<file path="config.mk">
export PLATFORM = sky130hd
export DESIGN_NAME = pms_sequencer
export DESIGN_NICKNAME = d
export VERILOG_FILES = /design/src/design/pms_pkg.sv /design/src/design/pms_sequencer.sv
export SDC_FILE = /design/constraint.sdc
export NUM_CORES = 1
export LEC_CHECK = 0
export BUFFER_PORTS_ARGS = -buffer_cell sky130_fd_sc_hd__buf_2
export CORE_AREA = 2 2 128 93
export CTS_CLUSTER_SIZE = 12
export DETAILED_ROUTE_END_ITERATION = 12
export DIE_AREA = 0 0 130 95
export MAX_ROUTING_LAYER = met4
export PLACE_DENSITY = 0.71
export SLEW_MARGIN = 20
export SYNTH_ARGS = -nofsm -noshare
export SYNTH_HDL_FRONTEND = slang
export SYNTH_SLANG_ARGS = --single-unit
</file>
<file path="constraint.sdc">
create_clock -name mclk -period 3.8 [get_ports mclk]
set_clock_uncertainty 0.15 [all_clocks]
set_input_delay 0.19 -clock mclk [delete_from_list [all_inputs] [get_ports mclk]]
set_output_delay 0.19 -clock mclk [all_outputs]
set_load 0.05 [all_outputs]
</file>
<file path="src/design/pms_pkg.sv">
package pms_pkg;
    // ==========================================================
    // Register map (word offsets on the plain register port).
    localparam logic [3:0] OFF_CTRL   = 4'h0;
    localparam logic [3:0] OFF_STATUS = 4'h1;
    localparam logic [3:0] OFF_INTEN  = 4'h2;
    localparam logic [3:0] OFF_CFG    = 4'h3;

    // ==========================================================
    // Control, configuration and interrupt-enable register field positions.
    localparam int CTRL_SCS_LO   = 0;
    localparam int CTRL_SCS_HI   = 1;
    localparam int CTRL_INTERNAL_FREQ_SELECT_LSB = 4;
    localparam int CTRL_IDLE_ENABLE_BIT    = 7;
    localparam int CTRL_LOW_FREQ_SOURCE_SELECT   = 8;
    localparam int CFG_WDTEN     = 0;
    localparam int CFG_FSCM      = 1;
    localparam int CFG_IESO      = 2;
    localparam int INT_GIE       = 7;

    localparam logic [31:0] CTRL_RESET = 32'h0000_0000;
    localparam logic [31:0] CFG_RESET  = 32'h0000_0000;
    localparam logic [7:0]  INTEN_RST  = 8'h00;

    // ==========================================================
    // Timing, 250 MHz clock.
    localparam int CLK_MHZ        = 250;
    localparam int WAKE_PREP_NS   = 8;
    localparam int OSC_STABLE_NS  = 40;
    localparam int WAKE_PREP_CYC  = (WAKE_PREP_NS * CLK_MHZ + 999) / 1000;
    localparam int OSC_STABLE_CYC = (OSC_STABLE_NS * CLK_MHZ + 999) / 1000;
    localparam int CNT_W          = 8;

    typedef enum logic [1:0] {PMS_RUN, PMS_IDLE, PMS_SLEEP, PMS_WAKE} pms_mode_t;

    // Core-facing request group.
    typedef struct packed {
        logic sleepExec;
        logic clrwdtExec;
        logic wdtTimeout;
        logic clockLoss;
        logic primaryReady;
    } pms_core_req_t;
endpackage : pms_pkg

</file>
<file path="src/design/pms_sequencer.sv">
// The plain strobed port and the register offsets are this design's own decisions.
`timescale 1ns/1ns
module pms_sequencer (
    input  wire logic                  mclk,
    input  wire logic                  rst_b,
    input  wire logic [3:0]            regAddr,
    input  wire logic [31:0]           regWdata,
    input  wire logic                  regWr,
    input  wire logic                  regRd,
    output logic      [31:0]           regRdata,
    input  wire pms_pkg::pms_core_req_t coreReq,
    input  wire logic [7:0]            intFlags,
    output logic                       cpuClkEn,
    output logic                       periphClkEn,
    output logic                       primaryOscEn,
    output logic                       intOscEn,
    output logic                       rcSourceEn,
    output logic                       useIntMux,
    output logic                       wdtClear,
    output logic                       wdtReset,
    output logic                       branchVector
);
    // ==========================================================
    // Registers and decode.
    logic [31:0]        ctrl;
    logic [31:0]        cfg;
    logic [7:0]         intEn;
    logic               stableFlag;
    logic               startFlag;
    logic               startupHold;
    logic [pms_pkg::CNT_W-1:0] stabCnt;
    logic [pms_pkg::CNT_W-1:0] wakeCnt;
    pms_pkg::pms_mode_t mode;
    pms_pkg::pms_mode_t next_mode;

    wire wrCtrl   = regWr && (regAddr == pms_pkg::OFF_CTRL);
    wire wrIntEn  = regWr && (regAddr == pms_pkg::OFF_INTEN);
    wire wrCfg    = regWr && (regAddr == pms_pkg::OFF_CFG);
    wire [2:0] internal_freq_select   = ctrl[pms_pkg::CTRL_INTERNAL_FREQ_SELECT_LSB +: 3];
    wire [2:0] newIrcf = regWdata[pms_pkg::CTRL_INTERNAL_FREQ_SELECT_LSB +: 3];
    wire low_freq_source_select   = ctrl[pms_pkg::CTRL_LOW_FREQ_SOURCE_SELECT];
    wire idle_enable_bit    = ctrl[pms_pkg::CTRL_IDLE_ENABLE_BIT];
    // Select-lo is stored for software but never steers the mux.
    wire scsHi    = ctrl[pms_pkg::CTRL_SCS_HI];
    wire wdtEn    = cfg[pms_pkg::CFG_WDTEN];
    wire fscmEn   = cfg[pms_pkg::CFG_FSCM];
    wire iesoEn   = cfg[pms_pkg::CFG_IESO];
    wire gie      = intEn[pms_pkg::INT_GIE];
    wire oscReq   = (internal_freq_select != 3'h0) || low_freq_source_select;
    wire intWake  = |(intFlags[6:0] & intEn[6:0]);
    wire asleep   = (mode == pms_pkg::PMS_IDLE) || (mode == pms_pkg::PMS_SLEEP);
    wire wakeEvt  = asleep && (intWake || coreReq.wdtTimeout);
    wire startupFast = (fscmEn || iesoEn) && startupHold;
    wire onIntMux = scsHi || startupFast;
    wire ircfWrite = wrCtrl && onIntMux && (newIrcf != internal_freq_select);
    wire wakeDone = (mode == pms_pkg::PMS_WAKE) &&
                    (wakeCnt == pms_pkg::CNT_W'(pms_pkg::WAKE_PREP_CYC - 1));
    wire stableDone = stabCnt == pms_pkg::CNT_W'(pms_pkg::OSC_STABLE_CYC - 1);

    // ==========================================================
    // Mode sequencing.
    always_comb begin
        next_mode = mode;
        unique case (mode)
            pms_pkg::PMS_RUN: begin
                if (coreReq.sleepExec && !startupHold) begin
                    next_mode = idle_enable_bit ? pms_pkg::PMS_IDLE : pms_pkg::PMS_SLEEP;
                end
            end
            pms_pkg::PMS_IDLE, pms_pkg::PMS_SLEEP: begin
                if (wakeEvt) begin
                    next_mode = pms_pkg::PMS_WAKE;
                end
            end
            pms_pkg::PMS_WAKE: begin
                if (wakeDone) begin
                    next_mode = pms_pkg::PMS_RUN;
                end
            end
        endcase
    end

    always_ff @(posedge mclk or negedge rst_b) begin
        if (!rst_b) begin
            mode <= pms_pkg::PMS_RUN;
        end else begin
            mode <= next_mode;
        end
    end

    always_ff @(posedge mclk or negedge rst_b) begin
        if (!rst_b) begin
            wakeCnt <= '0;
        end else if (mode == pms_pkg::PMS_WAKE) begin
            wakeCnt <= wakeCnt + 1'b1;
        end else begin
            wakeCnt <= '0;
        end
    end

    // ==========================================================
    // Software registers. Wake-up never touches ctrl.
    always_ff @(posedge mclk or negedge rst_b) begin
        if (!rst_b) begin
            ctrl  <= pms_pkg::CTRL_RESET;
            cfg   <= pms_pkg::CFG_RESET;
            intEn <= pms_pkg::INTEN_RST;
        end else begin
            if (wrCtrl) begin
                ctrl <= regWdata;
            end
            if (wrCfg) begin
                cfg <= regWdata;
            end
            if (wrIntEn) begin
                intEn <= regWdata[7:0];
            end
        end
    end

    // ==========================================================
    // Oscillator stability tracking. A running, stable oscillator keeps its flag.
    always_ff @(posedge mclk or negedge rst_b) begin
        if (!rst_b) begin
            stabCnt    <= '0;
            stableFlag <= 1'b0;
        end else if (!oscReq) begin
            stabCnt    <= '0;
            stableFlag <= 1'b0;
        end else if (!stableFlag) begin
            stabCnt    <= stabCnt + 1'b1;
            stableFlag <= stableDone;
        end
    end

    // ==========================================================
    // Start-up hold and start-timer flag.
    always_ff @(posedge mclk or negedge rst_b) begin
        if (!rst_b) begin
            startupHold <= 1'b1;
            startFlag   <= 1'b0;
        end else if (startupHold && coreReq.primaryReady && !scsHi) begin
            startupHold <= 1'b0;
            startFlag   <= 1'b1;
        end else if (startupHold && (scsHi || (startupFast && coreReq.sleepExec))) begin
            startupHold <= 1'b0;
            startFlag   <= 1'b0;
        end else if (scsHi) begin
            startFlag   <= 1'b0;
        end
    end

    // ==========================================================
    // Outputs, all registered.
    wire cpuRun = (mode == pms_pkg::PMS_RUN) && (!startupHold || startupFast);
    always_ff @(posedge mclk or negedge rst_b) begin
        if (!rst_b) begin
            cpuClkEn     <= 1'b0;
            periphClkEn  <= 1'b0;
            primaryOscEn <= 1'b1;
            intOscEn     <= 1'b0;
            rcSourceEn   <= 1'b0;
            useIntMux    <= 1'b0;
            wdtClear     <= 1'b0;
            wdtReset     <= 1'b0;
            branchVector <= 1'b0;
            regRdata     <= 32'h0000_0000;
        end else begin
            cpuClkEn     <= cpuRun;
            periphClkEn  <= (mode != pms_pkg::PMS_SLEEP);
            primaryOscEn <= !scsHi && !(startupFast && coreReq.sleepExec);
            intOscEn     <= oscReq;
            rcSourceEn   <= wdtEn || fscmEn;
            useIntMux    <= onIntMux;
            wdtClear     <= coreReq.sleepExec || coreReq.clrwdtExec ||
                            (coreReq.clockLoss && fscmEn) || ircfWrite;
            wdtReset     <= coreReq.wdtTimeout && !asleep;
            branchVector <= wakeEvt && intWake && gie;
            unique case (1'b1)
                regRd && regAddr == pms_pkg::OFF_CTRL:   regRdata <= ctrl;
                regRd && regAddr == pms_pkg::OFF_STATUS:
                    regRdata <= {26'h0, mode, startupHold, intOscEn, startFlag, stableFlag};
                regRd && regAddr == pms_pkg::OFF_INTEN:  regRdata <= {24'h0, intEn};
                regRd && regAddr == pms_pkg::OFF_CFG:    regRdata <= cfg;
                default:                                  regRdata <= 32'h0000_0000;
            endcase
        end
    end

    // ==========================================================
    // Checks.
    a_wake_needs_cause: assert property (@(posedge mclk) disable iff (!rst_b)
        $rose(mode == pms_pkg::PMS_WAKE) |-> $past(intWake || coreReq.wdtTimeout))
        else $error("wake without cause");
    a_wake_delay: assert property (@(posedge mclk) disable iff (!rst_b)
        $rose(mode == pms_pkg::PMS_WAKE) |-> (mode == pms_pkg::PMS_WAKE)[*2]
        ##1 mode == pms_pkg::PMS_RUN)
        else $error("wake prep delay wrong");
    a_osc_enable: assert property (@(posedge mclk) disable iff (!rst_b)
        oscReq |=> intOscEn)
        else $error("oscillator not enabled");
    a_osc_off_flag: assert property (@(posedge mclk) disable iff (!rst_b)
        !oscReq |=> !stableFlag)
        else $error("stable flag with oscillator off");
    a_stable_delay: assert property (@(posedge mclk) disable iff (!rst_b)
        $rose(oscReq) && !stableFlag |-> ##2 (!stableFlag)[*8] ##1 stableFlag)
        else $error("stable delay wrong");
    a_stable_keep: assert property (@(posedge mclk) disable iff (!rst_b)
        stableFlag && oscReq && coreReq.sleepExec |=> stableFlag)
        else $error("stable flag lost at idle entry");
    a_wdt_reset_run: assert property (@(posedge mclk) disable iff (!rst_b)
        coreReq.wdtTimeout |=> (wdtReset == !$past(asleep)))
        else $error("watchdog action wrong");
    a_idle_cpu_off: assert property (@(posedge mclk) disable iff (!rst_b)
        mode == pms_pkg::PMS_IDLE |=> !cpuClkEn && periphClkEn)
        else $error("idle clocks wrong");
    a_rc_running: assert property (@(posedge mclk) disable iff (!rst_b)
        (wdtEn || fscmEn) |=> rcSourceEn)
        else $error("rc source stopped");
    a_sleep_wdt_clear: assert property (@(posedge mclk) disable iff (!rst_b)
        coreReq.sleepExec |=> wdtClear)
        else $error("watchdog not cleared");

    // ==========================================================
    // Checks on start-up, clock source and wake-up.
    a_hold_cpu_off: assert property (@(posedge mclk) disable iff (!rst_b)
        startupHold && !startupFast |=> !cpuClkEn)
        else $error("processor clocked during start-up hold");
    a_mux_start_clr: assert property (@(posedge mclk) disable iff (!rst_b)
        scsHi |=> !startFlag)
        else $error("start flag kept on internal mux");
    a_mux_primary_off: assert property (@(posedge mclk) disable iff (!rst_b)
        scsHi |=> !primaryOscEn)
        else $error("primary oscillator kept on internal mux");
    a_wake_ctrl_kept: assert property (@(posedge mclk) disable iff (!rst_b)
        (mode == pms_pkg::PMS_WAKE) && !wrCtrl |=> $stable(ctrl))
        else $error("control bits changed by wake-up");
    a_branch_needs_gie: assert property (@(posedge mclk) disable iff (!rst_b)
        branchVector |-> $past(gie && intWake))
        else $error("vector branch without global enable");
    a_sleep_periph_off: assert property (@(posedge mclk) disable iff (!rst_b)
        mode == pms_pkg::PMS_SLEEP |=> !periphClkEn)
        else $error("peripherals clocked in sleep");
    a_wake_cpu_on: assert property (@(posedge mclk) disable iff (!rst_b)
        (mode == pms_pkg::PMS_RUN) && ($past(mode) == pms_pkg::PMS_WAKE) |=> cpuClkEn)
        else $error("processor not restarted after wake");
    a_wake_mux_kept: assert property (@(posedge mclk) disable iff (!rst_b)
        (mode == pms_pkg::PMS_WAKE) && scsHi |=> useIntMux && periphClkEn)
        else $error("internal mux lost during wake");
    c_idle_entry: cover property (@(posedge mclk) disable iff (!rst_b)
        mode == pms_pkg::PMS_RUN ##1 mode == pms_pkg::PMS_IDLE);
    c_int_wake: cover property (@(posedge mclk) disable iff (!rst_b) wakeEvt && intWake);
    c_wdt_wake: cover property (@(posedge mclk) disable iff (!rst_b)
        wakeEvt && coreReq.wdtTimeout);
    c_branch: cover property (@(posedge mclk) disable iff (!rst_b) branchVector);
endmodule : pms_sequencer

</file>
Word-level counts from Yosys, hierarchy flattened
Index checks and enable logic that the tools add are counted.
{"block": "word_totals", "elab_cells": 98, "inputBits": 53, "ff_bits": 134}
{"block": "op_classes", "addsub": 2, "bitwise": 1, "n_eq_ne": 14, "n_reduce_logical": 46, "mux": 16}
{"cell": "32-bit one-hot mux with 4 select lines", "count": 1}
{"cell": "8-bit two-way mux", "count": 3}
{"cell": "1-bit logical AND", "count": 23}
{"cell": "8-bit by 1-bit adder with 8-bit output (second input constant)", "count": 2}
{"cell": "1-bit logical OR", "count": 11}
{"cell": "2-bit inequality test (second input constant)", "count": 5}
{"cell": "4-bit by 2-bit equality test with 1-bit output (second input constant)", "count": 2}
{"cell": "8-bit by 1-bit equality test with 1-bit output (second input constant)", "count": 1}
{"cell": "8-bit by 4-bit equality test with 1-bit output (second input constant)", "count": 1}
{"cell": "2-bit two-way mux", "count": 4}
{"cell": "7-bit AND", "count": 1}
{"cell": "1-bit two-way mux", "count": 7}
{"cell": "7-bit OR reduction", "count": 1}
{"cell": "2-bit one-hot mux with 3 select lines", "count": 1}
{"cell": "3-bit nonzero test", "count": 2}
{"cell": "2-bit equality test (second input constant)", "count": 2}
{"cell": "4-bit by 1-bit equality test with 1-bit output (second input constant)", "count": 1}
{"cell": "1-bit logical NOT", "count": 4}
{"cell": "4-bit logical NOT", "count": 1}
{"cell": "3-bit inequality test", "count": 1}
{"cell": "3-bit AND reduction", "count": 1}
{"cell": "2-bit by 1-bit equality test with 1-bit output (second input constant)", "count": 1}
{"cell": "2-bit logical NOT", "count": 1}
{"cell": "2-bit nonzero test", "count": 1}
{"cell": "2-bit OR reduction", "count": 1}

Logic depth before layout (Yosys ltp)
{"block": "logic_depth", "word_depth": 7, "depth_mapped": 6, "depth_no_buf": 6}

Worst setup path before layout
Ideal clock, no wire load.
{"block": "synth_timing", "path_kind": "register to register", "startpoint": "reg wakeCnt[1] (netlist name)", "endpoint": "reg mode[0]", "setup_time_ps": 140, "required_time_ps": 3510, "path_buffers": 0, "t_arrival_ps": 1485, "stages_incl_launch_ff": 7, "slack_ps": 2025, "synth_period_minus_slack_ps": 1775, "path_cell_list": "dfrtp_1 inv_1 ha_1 or4b_1 o41ai_2 o311ai_1 mux2i_1"}
{"block": "synth_between", "elab_chain_cells": 4}
{"element": "start: declaration", "line": "pms_sequencer.sv:32", "text": "logic [pms_pkg::CNT_W-1:0] wakeCnt;"}
{"element": "start signal: assignment", "line": "pms_sequencer.sv:95", "text": "wakeCnt <= wakeCnt + 1'b1;"}
{"element": "8-bit by 1-bit equality test with 1-bit output", "line": "pms_sequencer.sv:57", "text": "(wakeCnt == pms_pkg::CNT_W'(pms_pkg::WAKE_PREP_CYC - 1));"}
{"element": "1-bit logical AND", "line": "pms_sequencer.sv:56", "text": "wire wakeDone = (mode == pms_pkg::PMS_WAKE) &&"}
{"element": "2-bit inequality test (no source line)"}
{"element": "3-bit AND reduction (no source line)"}
{"element": "end signal: assignment", "line": "pms_sequencer.sv:85", "text": "mode <= pms_pkg::PMS_RUN;"}
{"element": "end signal: assignment", "line": "pms_sequencer.sv:87", "text": "mode <= next_mode;"}
{"element": "end: declaration", "line": "pms_sequencer.sv:33", "text": "pms_pkg::pms_mode_t mode;"}
No other way between the ends.
A chain may end at the register's enable or synchronous reset.

Worst setup path in the final report
{"block": "layout_timing", "startpoint": "reg wakeCnt[1] (netlist name)", "endpoint": "reg mode[1]"}
The elaborated chain is that of the path after synthesis.

==> metrics.md <==
| Metric | Value |
|---|---|
| GRT Resource Usage Total | 0.205 |
| Status | finished, final reports clean |
| Adder-cell share of the synthesized area | 0.0184 |
| Crit. End Element | flop |
| R2R setup slack | 1800 ps |
| Worst hold start | intFlags[6] |
| Tmin final | 2000 ps |
| Reg clk slew, reported paths | 60 ps |
| Tcrit/Tclk final | 0.528 |
| P_int | 3.12 mW |
| Post-synthesis mux area share | 0.182 |
| CTS Buffer Depth | 2 |
| Netlist cell types | 38 |
| Final Hold Slack | 54.2 ps |
| Ys flop type | dfrtp_1 |
| DR vias | around 3,600 |
| Least-Margin Pin Slew | 1060 ps |
| Initial Util | 0.482 |
| Logic gate share of total power | 0.193 |
| Post-synth EDFFs | 0 |
| Worst Path Max Fanout | 3 |
| Final WL | ~11,000 um |
| Initial DRC Count | between 200 and 250 |
| Initial antenna violation count | 0 |
| #FFs+latches synth | approximately 130 |
| Syn_area_per_cell | ~14 um^2 |
| Combinational family with the most area after synthesis | multiplexers |
| Sw frac | 0.286 |
| Sequential-to-total area share from yosys stat | 0.618 |
| Worst hold path class | in2reg |
| Die width | 130 um |
| Vias in the first global route | 3,735 |
| Diode count | 0 |
| Total global routing overflow | 0 |
| WL/cell | 16.1 um |
| Clock share of power | 0.379 |
| Reg-to-Reg End | mode[1] |
| Max Fclk | 499 MHz |
| Pin count of the biggest net entering global routing | 115 |
| Area Overhead vs Synth | 30.4% |
| I/O Buffers | 92 |
| Syn Inst Count | approximately 390 |
| Critical Path RT | between 3000 and 4000 ps |
| Worst Hold End | branchVector |
| Cell taking the most area after synthesis | dfrtp_1 |
| First-pass GRT wire length | 18,600 um |
| CTS tree | built |
| Max-cap violations | 0 |
| Resized cells post-CTS | 0 |
| Area of the multi-input gates | 1980 um^2 |
| Final ANT Viol Nets | 0 |
| Placed insts | around 630 |
| First drt pass iteration count | 4 |
| Crit path kind | reg2reg |
| DIE AREA | 12,400 um^2 |
| Final setup violation count | 0 |
| CP startpoint kind | flop |
| Ports | between 90 and 100 |
| Simple-Gate Fraction of Synth Area | 0.0770 |
| CTS Buf Count | 17 |
| Post-synth ARST share | 1.00 |
| Clk_lat worst skew | around 400 ps |
| PD cells | 617 nW/um^2 |
| Ratio of cells with drive above 1 in the final layout | 0.394 |
| Clock Tree Root | clkbuf_16 |
| Data arrival, critical path | about 2100 ps |
| Reg-to-Reg Start | wakeCnt[1] |
| Max Slew Vio Count | 0 |
| Syn. warnings | 0 |
| Final std cells w/o fill | between 700 and 800 |
| Seq pwr share | 0.428 |
| Clock sink total | between 100 and 150 |
| Syn_nets | 454 |
| Reg2reg path depth | 6 |
| Sw Pwr | roughly 1.2 mW |
| Final #Nets | 595 |
| RSZ-0062 raised after global routing | no |
| Fillcell total | 846 |
| Via density | 5.13 |
| Total core area | about 11,000 um^2 |
| Synth area leaders | dfrtp_1 61%, mux2_2 15%, a22oi_1 3.6% |
| Cell Rows | 33 |
| H-tree levels | 4 |
| Synth Area in Compound Gates | 0.0601 |
| DRC | 0 |
| Post-DP HPWL | 7230 um |
| Final Hold Fails | 0 |
| Post-synth top area share | 0.608 |
| Sum Neg Setup Slack | 0 ps |
| Register area | about 3400 um^2 |
| Synthesized area | 5430 um^2 |
| RD Place Congestion | a little under 0.8 |
| Peak supply drop | around 330 uV |
| Die height | about 95 um |
| Postcts setup bufs | 0 |
| Worst slew margin | 0.290 |
| Synth Area in XOR/XNOR | 0.0258 |
| Hold path cells | 4 |
| Leak | ~3.4 nW |
[critical path: stages (launching register included)]
cell and delay [ps]:
dfrtp_1 400, inv_1 60, ha_1 130, or4b_1 460, o41ai_2 280, o311ai_1 230, mux2i_1 160
[power groups by stage]
stage	Clock, mW	Combinational [mW]	Sequential, mW
finish	1.65	0.845	1.87
global route	1.75	0.934	1.91
CTS	1.68	0.855	1.87
detailed placement	0	0.811	1.89
global placement	0	0.781	1.87
floorplan	0	0.468	1.98
[logic make-up after synthesis]
kind of cell / after synthesis
AOI/OAI and AO/OA: 44
xor gates and xnor gates: 16
adders and majority gates: 8
buffers and inverters: 25
DFF: 134
muxes: 82
and+or+nand+nor: 84
[routing by layer]
layer	vias up	share of wire	GRT usage
met5	-	0	-
met4	0	0.013	0.0735
met3	12	0.033	0.0476
met2	76	0.49	0.313
met1	1843	0.47	0.270
li1	1678	-	-
[final cells by class]
class                   count  share of cell area
multi-input cells         234               0.280
well taps                 157              0.0277
repair buffers            137               0.128
clock buffers              17              0.0601
flip-flops and latches    134               0.474
clock inverters            14              0.0254
inverters                  10             0.00530
[cells in the mapped netlist, drive strengths merged (6+ instances only)]
library cell / n
mux2: 72
mux4: 6
clkbuf: 7
nand3: 11
xnor2: 9
nor2: 43
buf: 8
and2: 7
and3: 10
ha: 8
xor2: 7
dfrtp: 132
inv: 10
a22oi: 26
[stage by stage]
step	worst slack, ps	util	area [um^2]	power [mW]
2_1_floorplan	2030	-	5430	2.45
3_3_place_gp	1560	0.539	6070	2.66
3_5_place_dp	1540	0.539	6070	2.70
4_1_cts	1810	0.628	7080	4.41
5_1_grt	1720	0.628	7080	4.59
6_report	1800	0.628	7080	4.37
[worst max path at each step]
stage                    start  slack [ps]  cells after the start        to
finish              wakeCnt[1]        1800                      6   mode[1]
global route        wakeCnt[1]        1720                      6   mode[1]
CTS                 wakeCnt[1]        1810                      6   mode[1]
detailed placement  regAddr[3]        1540                      5   ctrl[9]
global placement    regAddr[3]        1560                      5  ctrl[18]
floorplan           wakeCnt[1]        2030                      6   mode[0]
[sequential cells by signal, summed over array words and instances, names as in the netlist]
register / cells
wdtReset: 1
stableFlag: 1
intEn: 8
intOscEn: 1
wakeCnt: 8
regRdata: 32
branchVector: 1
cpuClkEn: 1
startFlag: 1
rcSourceEn: 1
cfg: 32
useIntMux: 1
periphClkEn: 1
stabCnt: 8
primaryOscEn: 1
wdtClear: 1
mode: 2
ctrl: 32
startupHold: 1
[placed cells by master (no fill, tap or decap), types with 2 or more instances in the layout]
master,synthesis,layout
xnor2_1,9,9
inv_1,10,10
mux2i_1,4,4
nand3_1,11,10
clkbuf_16,0,17
buf_4,0,5
clkinvlp_4,0,2
nor2b_1,4,4
ha_1,8,8
a21oi_1,5,5
o21ai_0,3,3
dfrtp_1,132,132
buf_2,8,91
dlygate4sd3_1,0,40
nor2_2,1,2
and3_1,10,10
bufinv_16,0,3
nand2_1,2,2
and2_1,7,6
mux4_2,6,6
a22oi_1,26,26
nor2_1,42,41
mux2_2,72,72
clkinv_4,0,7
dfstp_2,2,2
xor2_1,7,7
[what timing repair did]
| action | in CTS | in global routing |
|---|---|---|
| hold buffers | 40 | 0 |
| hold endpoints to repair | 194 | 0 |
| setup endpoints to repair | 0 | 0 |
(Power assumes the default switching activity.)
